File: config.mk
export PLATFORM = sky130hd
export DESIGN_NAME = dpr_ram
export DESIGN_NICKNAME = d
export VERILOG_FILES = /design/src/hw/dpr_pkg.sv /design/src/hw/dpr_out_reg.sv /design/src/hw/dpr_ram.sv
export SDC_FILE = /design/constraint.sdc
export NUM_CORES = 2
export LEC_CHECK = 0
export BUFFER_PORTS_ARGS = -buffer_cell sky130_fd_sc_hd__buf_4
export CAP_MARGIN = 20
export CELL_PAD_IN_SITES_DETAIL_PLACEMENT = 1
export CELL_PAD_IN_SITES_GLOBAL_PLACEMENT = 1
export CORE_MARGIN = 3
export CORE_UTILIZATION = 53
export DETAILED_ROUTE_END_ITERATION = 8
export PLACE_DENSITY = 0.89
export SETUP_SLACK_MARGIN = 0.3
export SLEW_MARGIN = 20
export SYNTH_ARGS = -nofsm -noshare
export SYNTH_HDL_FRONTEND = slang
export SYNTH_SLANG_ARGS = --single-unit
File: constraint.sdc
create_clock -name clk_in -period 2.9 [get_ports clk_in]
set_input_delay 0.145 -clock clk_in [delete_from_list [all_inputs] [get_ports clk_in]]
set_output_delay 0.145 -clock clk_in [all_outputs]
set_load 0.01 [all_outputs]
File: src/hw/dpr_pkg.sv
// package: dual-port ram configuration, carriers and init helpers
package dpr_pkg;

  localparam int DPR_WA   = 8;
  localparam int DPR_WB   = 16;
  localparam int DPR_FF   = DPR_WB / DPR_WA;
  localparam int DPR_FFB  = $clog2(DPR_FF);
  localparam int DPR_DA   = 64;
  localparam int DPR_DB   = DPR_DA / DPR_FF;
  localparam int DPR_AWA  = $clog2(DPR_DA);
  localparam int DPR_AWB  = $clog2(DPR_DB);
  localparam int DPR_LAT  = 1;
  // init figures are fixed point with this many fraction bits
  localparam int DPR_FRAC = 2;

  typedef enum logic [2:0] {
    DPR_RAW = 3'h1,
    DPR_RBW = 3'h2,
    DPR_NRW = 3'h4
  } dpr_mode_t;

  typedef enum logic [2:0] {
    DPR_DIST  = 3'h1,
    DPR_BRAM  = 3'h2,
    DPR_DENSE = 3'h4
  } dpr_mem_t;

  localparam dpr_mem_t  DPR_MEM_TYPE = DPR_BRAM;
  localparam dpr_mode_t DPR_MODE_A   = DPR_RAW;
  localparam dpr_mode_t DPR_MODE_B   = DPR_RBW;

  localparam int DPR_INIT_LEN = 6;
  localparam int DPR_INIT_VEC [DPR_INIT_LEN] = '{20, -4, 1023, 6, 2000, 9};
  localparam int DPR_OUT_INIT_A = 30;
  localparam int DPR_OUT_INIT_B = -5;

  typedef struct packed {
    logic               en;
    logic               we;
    logic [DPR_AWA-1:0] addr;
    logic [DPR_WA-1:0]  wdata;
  } dpr_a_req_t;

  typedef struct packed {
    logic               en;
    logic               we;
    logic [DPR_AWB-1:0] addr;
    logic [DPR_WB-1:0]  wdata;
  } dpr_b_req_t;

  typedef struct packed {
    logic              valid;
    logic [DPR_WA-1:0] data;
  } dpr_a_rsp_t;

  typedef struct packed {
    logic              valid;
    logic [DPR_WB-1:0] data;
  } dpr_b_rsp_t;

  // round half up, then clamp to the unsigned range of w bits
  function automatic int dpr_sat_round(int v, int w);
    int r;
    r = (v + (1 << (DPR_FRAC - 1))) >>> DPR_FRAC;
    if (r < 0) r = 0;
    if (r > (1 << w) - 1) r = (1 << w) - 1;
    return r;
  endfunction

  function automatic logic [DPR_WA-1:0] dpr_init_word(int i);
    logic [DPR_WA-1:0] r;
    r = '0;
    if (i < DPR_INIT_LEN) r = DPR_WA'(dpr_sat_round(DPR_INIT_VEC[i], DPR_WA));
    return r;
  endfunction

  localparam logic [DPR_WA-1:0] DPR_RST_A = DPR_WA'(dpr_sat_round(DPR_OUT_INIT_A, DPR_WA));
  localparam logic [DPR_WB-1:0] DPR_RST_B = DPR_WB'(dpr_sat_round(DPR_OUT_INIT_B, DPR_WB));

endpackage

File: src/hw/dpr_out_reg.sv
// output register of one ram port: enable, sync reset, valid flag
`timescale 1ns/1ps
module dpr_out_reg
  import dpr_pkg::*;
#(
  parameter int           W    = 8,
  parameter logic [W-1:0] INIT = '0
) (
  input  wire logic         clk_in,
  input  wire logic         sys_rst_in,
  input  wire logic         srst_in,
  input  wire logic         cap_in,
  input  wire logic         valid_d_in,
  input  wire logic [W-1:0] data_d_in,
  output logic              valid_out,
  output logic [W-1:0]      data_out
);

  typedef struct packed {
    logic         valid;
    logic [W-1:0] data;
  } dpr_oreg_st_t;

  dpr_oreg_st_t st_q;
  dpr_oreg_st_t st_d;

  always_comb begin
    st_d = st_q;
    // sync reset wins over the port enable
    if (sys_rst_in || srst_in) begin
      st_d.valid = 1'b1;
      st_d.data  = INIT;
    end else if (cap_in) begin
      st_d.valid = valid_d_in;
      st_d.data  = data_d_in;
    end
  end

  always_ff @(posedge clk_in) begin
    st_q <= st_d;
  end

  assign valid_out = st_q.valid;
  assign data_out  = st_q.data;

endmodule // dpr_out_reg

File: src/hw/dpr_ram.sv
// true dual-port ram except on distributed memory, where port b is read-only; port b a multiple of port a in width
`timescale 1ns/1ps
module dpr_ram
  import dpr_pkg::*;
(
  input  wire logic       clk_in,
  input  wire logic       sys_rst_in,
  input  wire dpr_a_req_t port_a_in,
  input  wire dpr_b_req_t port_b_in,
  input  wire logic       srst_a_in,
  input  wire logic       srst_b_in,
  output dpr_a_rsp_t      rsp_a_out,
  output dpr_b_rsp_t      rsp_b_out
);

  typedef struct packed {
    logic [DPR_DA-1:0][DPR_WA-1:0] mem;
  } dpr_st_t;

  dpr_st_t st_q;
  dpr_st_t st_d;

  // distributed memory forces port a mode; block memory uses the setting
  localparam dpr_mode_t MODE_A = (DPR_MEM_TYPE == DPR_DIST) ? DPR_RBW : DPR_MODE_A;
  localparam dpr_mode_t MODE_B = DPR_MODE_B;
  localparam logic      B_RO   = (DPR_MEM_TYPE == DPR_DIST);
  localparam logic      DENSE  = (DPR_MEM_TYPE == DPR_DENSE);

  // enable and sync reset exist only with a registered output
  localparam logic HAS_PORT_CTL = (DPR_LAT >= 1);

  logic              en_a;
  logic              en_b;
  logic              srst_a;
  logic              srst_b;
  logic              wa;
  logic              wb;
  logic              ovl;
  logic              ww;
  logic [DPR_WA-1:0] old_a;
  logic [DPR_WB-1:0] old_b;
  logic              cap_a;
  logic              cap_b;
  logic              vld_a_d;
  logic              vld_b_d;
  logic [DPR_WA-1:0] dat_a_d;
  logic [DPR_WB-1:0] dat_b_d;

  // without latency the enables are forced on and resets off
  assign en_a   = HAS_PORT_CTL ? port_a_in.en : 1'b1;
  assign en_b   = HAS_PORT_CTL ? port_b_in.en : 1'b1;
  assign srst_a = HAS_PORT_CTL & srst_a_in;
  assign srst_b = HAS_PORT_CTL & srst_b_in;

  assign wa = en_a & port_a_in.we;
  assign wb = en_b & port_b_in.we & ~B_RO;

  // a port-b word spans DPR_FF port-a words; upper a bits pick the word
  assign ovl = (port_a_in.addr[DPR_AWA-1:DPR_FFB] == port_b_in.addr);
  assign ww  = wa & wb & ovl;

  always_comb begin
    logic [DPR_AWA-1:0] idx;
    idx     = '0;
    st_d    = st_q;
    old_a   = st_q.mem[port_a_in.addr];
    old_b   = '0;
    for (int k = 0; k < DPR_FF; k++) begin
      idx = {port_b_in.addr, DPR_FFB'(k)};
      old_b[k*DPR_WA +: DPR_WA] = st_q.mem[idx];
    end

    // stored contents only change by the writers or the system reset, never by a read
    if (wa) begin
      st_d.mem[port_a_in.addr] = port_a_in.wdata;
    end
    // on a write-write clash b lands last; outputs are invalid anyway
    if (wb) begin
      for (int k = 0; k < DPR_FF; k++) begin
        idx = {port_b_in.addr, DPR_FFB'(k)};
        st_d.mem[idx] = port_b_in.wdata[k*DPR_WA +: DPR_WA];
      end
    end

    // loop runs over the ram only, so surplus init entries never land
    if (sys_rst_in) begin
      for (int i = 0; i < DPR_DA; i++) begin
        st_d.mem[i] = DENSE ? '0 : dpr_init_word(i);
      end
    end

    // port a output path
    cap_a   = en_a & ~(wa & (MODE_A == DPR_NRW));
    dat_a_d = (wa && MODE_A == DPR_RAW) ? port_a_in.wdata : old_a;
    vld_a_d = 1'b1;
    if (ww) vld_a_d = 1'b0;
    if (wb && ovl && !wa && MODE_B != DPR_RBW) vld_a_d = 1'b0;

    // port b output path
    cap_b   = en_b & ~(wb & (MODE_B == DPR_NRW));
    dat_b_d = (wb && MODE_B == DPR_RAW) ? port_b_in.wdata : old_b;
    vld_b_d = 1'b1;
    if (ww) vld_b_d = 1'b0;
    if (wa && ovl && !wb && MODE_A != DPR_RBW) vld_b_d = 1'b0;
  end

  always_ff @(posedge clk_in) begin
    st_q <= st_d;
  end

  dpr_out_reg #(
    .W    (DPR_WA),
    .INIT (DPR_RST_A)
  ) u_out_a (
    .clk_in     (clk_in),
    .sys_rst_in (sys_rst_in),
    .srst_in    (srst_a),
    .cap_in     (cap_a),
    .valid_d_in (vld_a_d),
    .data_d_in  (dat_a_d),
    .valid_out  (rsp_a_out.valid),
    .data_out   (rsp_a_out.data)
  );

  dpr_out_reg #(
    .W    (DPR_WB),
    .INIT (DPR_RST_B)
  ) u_out_b (
    .clk_in     (clk_in),
    .sys_rst_in (sys_rst_in),
    .srst_in    (srst_b),
    .cap_in     (cap_b),
    .valid_d_in (vld_b_d),
    .data_d_in  (dat_b_d),
    .valid_out  (rsp_b_out.valid),
    .data_out   (rsp_b_out.data)
  );
endmodule // dpr_ram

==> Word level (Yosys, flattened, before mapping) <==
Index checks and enable logic that the tools add are counted.
{ "word_totals": {"ff_bits": 538, "wordCells": 111} }
{ "classes": {"order_cmp": 7, "eq_ne": 1, "muxes": 23, "bitwise": 4, "n_reduce_logical": 8} }
{ "ops": {"columns": ["cell", "count"], "rows": [
  ["$bwmux 512", 3],
  ["$mux 512", 2],
  ["$bmux 8 s5", 2],
  ["$demux 8 s5", 2],
  ["$mux 8", 8],
  ["$bmux 8 s6", 1],
  ["$demux 8 s6", 1],
  ["$gt 32x9->1 const B", 1],
  ["$mux 32", 1],
  ["$lt 6x7->1 const B", 3],
  ["$ge 6x1->1 const B", 3],
  ["$mux 16", 1],
  ["$eq 5x5->1", 1],
  ["$logic_and 1x1->1", 5],
  ["$and 1x1->1", 4],
  ["$logic_or 1x1->1", 2],
  ["$mux 1", 2],
  ["$logic_not 1->1", 1]
]} }

==> Logic depth before layout (Yosys ltp) <==
{ "logic_depth": {"depth_word": 10, "ltp_mapped": 11, "depth_no_buf": 6} }

==> Modules after synthesis <==
From an unflattened synthesis, not the netlist that was laid out.
{ "unflattened": {"cells_unflattened": 2925, "area_unflattened_um2": 31087.3} }
{ "modules_own_cells": {"columns": ["module", "n_inst", "cells_per_inst", "area_each_um2", "seq_area_each_um2"], "rows": [
  ["dpr_ram", 1, 2838, 30137.7, 10249.8],
  ["dpr_out_reg (u_out_b)", 1, 56, 623.1, 340.3],
  ["dpr_out_reg (u_out_a)", 1, 31, 326.6, 180.2]
]} }

==> Worst setup path before layout <==
Ideal clock, no wire load.
{ "synth_path": {"path_kind": "input port to flip-flop", "start": "input port_b_in[16] (netlist name)", "end": "register u_out_b.st_q, in the netlist u_out_b.data_out[4]", "setup_time_ns": 0.128, "arrival_ns": 1.869, "required_time_ns": 2.772, "slack_ns": 0.903, "path_stages": 7, "path_buffers": 3, "path_cell_list": "buf_2 > buf_6 > buf_2 > mux4_2 > mux4_2 > a21oi_1 > nor3_1"} }
{ "synth_via": {"elab_chain_cells": 2} }
{ "synth_lines": {"columns": ["item", "line_no", "rtl"], "rows": [
  ["start: declaration", "dpr_ram.sv:9", "input wire dpr_b_req_t port_b_in,"],
  ["$bmux 8 s5", "dpr_ram.sv:70", "old_b[k*DPR_WA +: DPR_WA] = st_q.mem[idx];"],
  ["$mux 8 (implied by the code)", "dpr_ram.sv:70", null],
  ["end signal: assignment", "dpr_out_reg.sv:40", "st_q <= st_d;"],
  ["end: declaration", "dpr_out_reg.sv:24", "dpr_oreg_st_t st_q;"]
]} }
Every way passes these cells. The select of a mux whose other input is x is not followed.
A chain may end at the register's enable or synchronous reset.

==> Worst setup path after layout <==
{ "layout_path": {"start": "register st_q[62] (netlist name)", "end": "register u_out_a.st_q, in the netlist u_out_a.data_out[6]"} }
{ "layout_via": {"elab_chain_cells": 3} }
{ "layout_lines": {"columns": ["item", "line_no", "rtl"], "rows": [
  ["start: declaration", "dpr_ram.sv:20", "dpr_st_t st_q;"],
  ["start signal: assignment", "dpr_ram.sv:108", "st_q <= st_d;"],
  ["$bmux 8 s6", "dpr_ram.sv:66", "old_a = st_q.mem[port_a_in.addr];"],
  ["$mux 8 (implied by the code)", "dpr_ram.sv:66", null],
  ["$mux 8", "dpr_ram.sv:94", "dat_a_d = (wa && MODE_A == DPR_RAW) ? port_a_in.wdata : old_a;"],
  ["end signal: assignment", "dpr_out_reg.sv:40", null],
  ["end: declaration", "dpr_out_reg.sv:24", null]
]} }
Every way passes these cells. The select of a mux whose other input is x is not followed.

==> flow_summary_export.csv <==
group,metric,value,unit
critical_path,start_kind,"flip-flop",
route,drt_wl_total,174000,um
clock_tree,cts_buffers,59,
pwr,power_density,502,nW/um^2
critical_path,crit_fanout,2,
layout,drive_gt1_frac,0.179,
sta,max_freq,0.401,GHz
clock_tree,htree_num_levels,2,
synth,synth_mux_area_frac,0.241,
route,first_pass_iters,7,
route,vias,35294,
place,dp_cells,4285,
floorplan,core_region_area,60800,um^2
clock_tree,clockBufferDepth,3,
pwr,p_leak,12.0,nW
critical_path,path_cells,"buf_4, mux2i_1, o22ai_1, a211oi_2, o21ai_0, nor4b_1, a221oi_1, dlygate4sd3_1",
synth,ys_seq_area_frac,0.329,
critical_path,path_class,"reg -> reg",
sta,slew_headroom,0.154,
floorplan,die_area,64900,um^2
place,routabilityCongestion,1.03,
layout,fill_cells,6785,
layout,multiInputGateArea,20100,um^2
pwr,vdd_ir_drop_max,508,uV
clock_tree,cts_sinks,538,
route,routedWlPerCell,39.4,um
sta,period_minus_slack,2490,ps
synth,async_flop_share,0,
sta,min_period_over_period,0.859,
synth,synth_xor_area_frac,0.00134,
grt,grt_use_total,0.525,
grt,antenna_found_initial,16,
floorplan,start_util,0.539,
synth,ys_types,71,
place,dp_hpwl,112000,um
critical_path,required,3420,ps
synth,ys_top_cells_by_area,"dfxtp_1 (33%), mux4_2 (13%), mux2i_1 (9.9%)",
grt,grt_pass1_vias,34920,
route,drtIter0Drc,5845,
critical_path,end_kind,"flip-flop",
synth,netlist_instances,3712,
route,drc_errors,0,
synth,synth_adder_area_share,0,
route,viasPerCell,8.02,
grt,grt_max_degree,187,
layout,syn_to_final_growth,10.4,%
critical_path,crit_slowest_cell,"dlygate4sd3_1",
status,status,"finished clean",
layout,layoutNonFillerInstCount,4401,
grt,overflow,0,
layout,nets,3610,
clock_tree,cts_tree,"yes",
synth,synth_edf_count,0,
flow_run,maxCapViolations,0,
route,ant_nets,0,
clock_tree,cts_root_buf,"clkbuf_16",
synth,synth_nets,3755,
clock_tree,clkLatencyLatePin,650,ps
layout,register_area,10800,um^2
synth,synth-seq-cells,538,
floorplan,num_rows,90,
synth,synth-compound-area-share,0.218,
synth,synth_top_family_by_area,"multiplexers",
sta,finalHoldViolCount,0,
sta,setup_tns,0,ps
critical_path,critical_path_arrival,3010,ps
floorplan,die_y,255,um
synth,synth-simple-area-share,0.152,
critical_path,max_stage_delay,590,ps
clock_tree,clk_pin_slew_worst_paths,70,ps
floorplan,die_w,255,um
synth,syn_area,32800,um^2
place,port_buffers,68,
floorplan,ios,69,
synth,yosys.area.top_type,"dfxtp_1",
sta,finalSetupViolCount,0,
sta,slew_viol_final,0,
sta,rsz0062_at_grt,"false",
min_path,hold_class,"in -> reg",
synth,yosys.area.top_type_share,0.329,
synth,avgSynthCellArea,8.83,um^2
sta,finClkSkew,25.7,ps
synth,ys.flop_type,"dfxtp_1",
sta,tightest_slew,1270,ps
synth,ys_warn_count,0,
grt,grt_pass1_wl,249000,um
[cell usage in the layout, fill, tap and decap left out, types with 10 or more instances in the layout]
| cell type | netlist | layout |
|---|---|---|
| buf_12 | 0 | 25 |
| nand2_1 | 365 | 365 |
| clkbuf_16 | 0 | 59 |
| o21ai_0 | 248 | 248 |
| mux4_2 | 182 | 182 |
| mux2_2 | 46 | 46 |
| o22ai_1 | 33 | 33 |
| clkbuf_1 | 335 | 10 |
| or2_2 | 15 | 15 |
| buf_4 | 22 | 212 |
| nor2_4 | 14 | 14 |
| mux2i_1 | 324 | 324 |
| nor2_1 | 566 | 566 |
| nor3_1 | 22 | 21 |
| dfxtp_1 | 538 | 538 |
| a22oi_1 | 43 | 43 |
| a31oi_1 | 21 | 21 |
| a311oi_1 | 272 | 272 |
| nor2_2 | 21 | 21 |
| bufinv_16 | 0 | 11 |
| nand3_1 | 83 | 78 |
| a221oi_1 | 42 | 42 |
| clkbuf_8 | 0 | 13 |
| a211oi_1 | 223 | 222 |
| a21oi_1 | 56 | 56 |
[worst max-delay path: cells and delay by family (launching register included)]
kind / cells / cell delay, ps
compound gates: 4 / 810
buf+inv: 2 / 760
flops: 1 / 360
simple gates: 1 / 290
mux: 1 / 180
[power by group]
part	internal [mW]	switching, mW	total, mW
clock	5.01	3.47	8.48
sequential	7.47	0.111	7.58
combinational	0.577	1.54	2.11
total	13.1	5.11	18.2
[synthesized netlist by cell type, types with 14 or more instances]
library cell	count
nor2_1	566
dfxtp_1	538
nand2_1	365
clkbuf_1	335
mux2i_1	324
a311oi_1	272
o21ai_0	248
a211oi_1	223
mux4_2	182
nand3_1	83
a21oi_1	56
buf_2	50
mux2_2	46
a22oi_1	43
a221oi_1	42
o22ai_1	33
buf_1	31
buf_4	22
nor3_1	22
a31oi_1	21
nor2_2	21
or2_2	15
nor2_4	14
[repair_timing]
item,in CTS,in global routing
hold buffers,3,0
endpoints found under the setup margin,0,1
buffers inserted,0,0
resized for setup,0,2
endpoints found under the hold margin,13,0
[sequential cells by signal, indices dropped and copies added (netlist names)]
register	cells
u_out_a.valid_out	1
u_out_b.valid_out	1
u_out_b.data_out	16
u_out_a.data_out	8
st_q	512
[routing by layer]
| layer | wire, um | part of all wire | track usage |
|---|---|---|---|
| met5 | 135 | 0.00078 | 0 |
| met3 | 26200 | 0.15 | 0.195 |
| met2 | 69600 | 0.40 | 0.736 |
| met1 | 62100 | 0.36 | 0.666 |
| met4 | 15500 | 0.089 | 0.367 |
[layout make-up]
| cell class | instances | area share |
|---|---|---|
| Tap cell | 782 | 0.0270 |
| Clock inverter | 27 | 0.0119 |
| Sequential cell | 538 | 0.298 |
| Clock buffer | 81 | 0.0464 |
| Inverter | 6 | 0.000622 |
| Antenna cell | 5 | 0.000346 |
| Multi-Input combinational cell | 2717 | 0.556 |
| Timing Repair Buffer | 245 | 0.0605 |
[kinds of logic (layout without fill, tap and decap cells)]
family,after synthesis,count (layout)
AOI/OAI and AO/OA,998,998
muxes,555,555
other,0,5
and+or+nand+nor,1159,1159
xor gates and xnor gates,5,5
DFF,538,538
buffers and inverters,457,359
[final timing paths]
path | start | cells past startpoint | to | slack (ps)
setup / recovery | st_q[62]$_SDFF_PP0_ | 8 | u_out_a.data_out[6]$_SDFFE_PP0P_ | 410
hold / removal | port_b_in[22] | 4 | u_out_a.valid_out$_SDFFE_PP1P_ | 60
setup reg to reg | st_q[62]$_SDFF_PP0_ | 8 | u_out_a.data_out[6]$_SDFFE_PP0P_ | 410
hold reg to reg | u_out_b.data_out[11]$_SDFFE_PP0P_ | 2 | u_out_b.data_out[11]$_SDFFE_PP0P_ | 510
[through the flow]
stage                     cell area [um^2]  total power, mW  setup slack, ps   util  hold slack [ps]
after floorplan                      32800             8.81              903      -              293
after global placement               34000             9.67              281  0.560              472
after detailed placement             34000             9.71              235  0.560              485
after CTS                            36200             18.0              419  0.595             7.77
after global routing                 36200             18.4              341  0.595             65.7
final                                36200             18.2              409  0.595             57.3
Note: power is estimated with default switching activity, not from simulation.
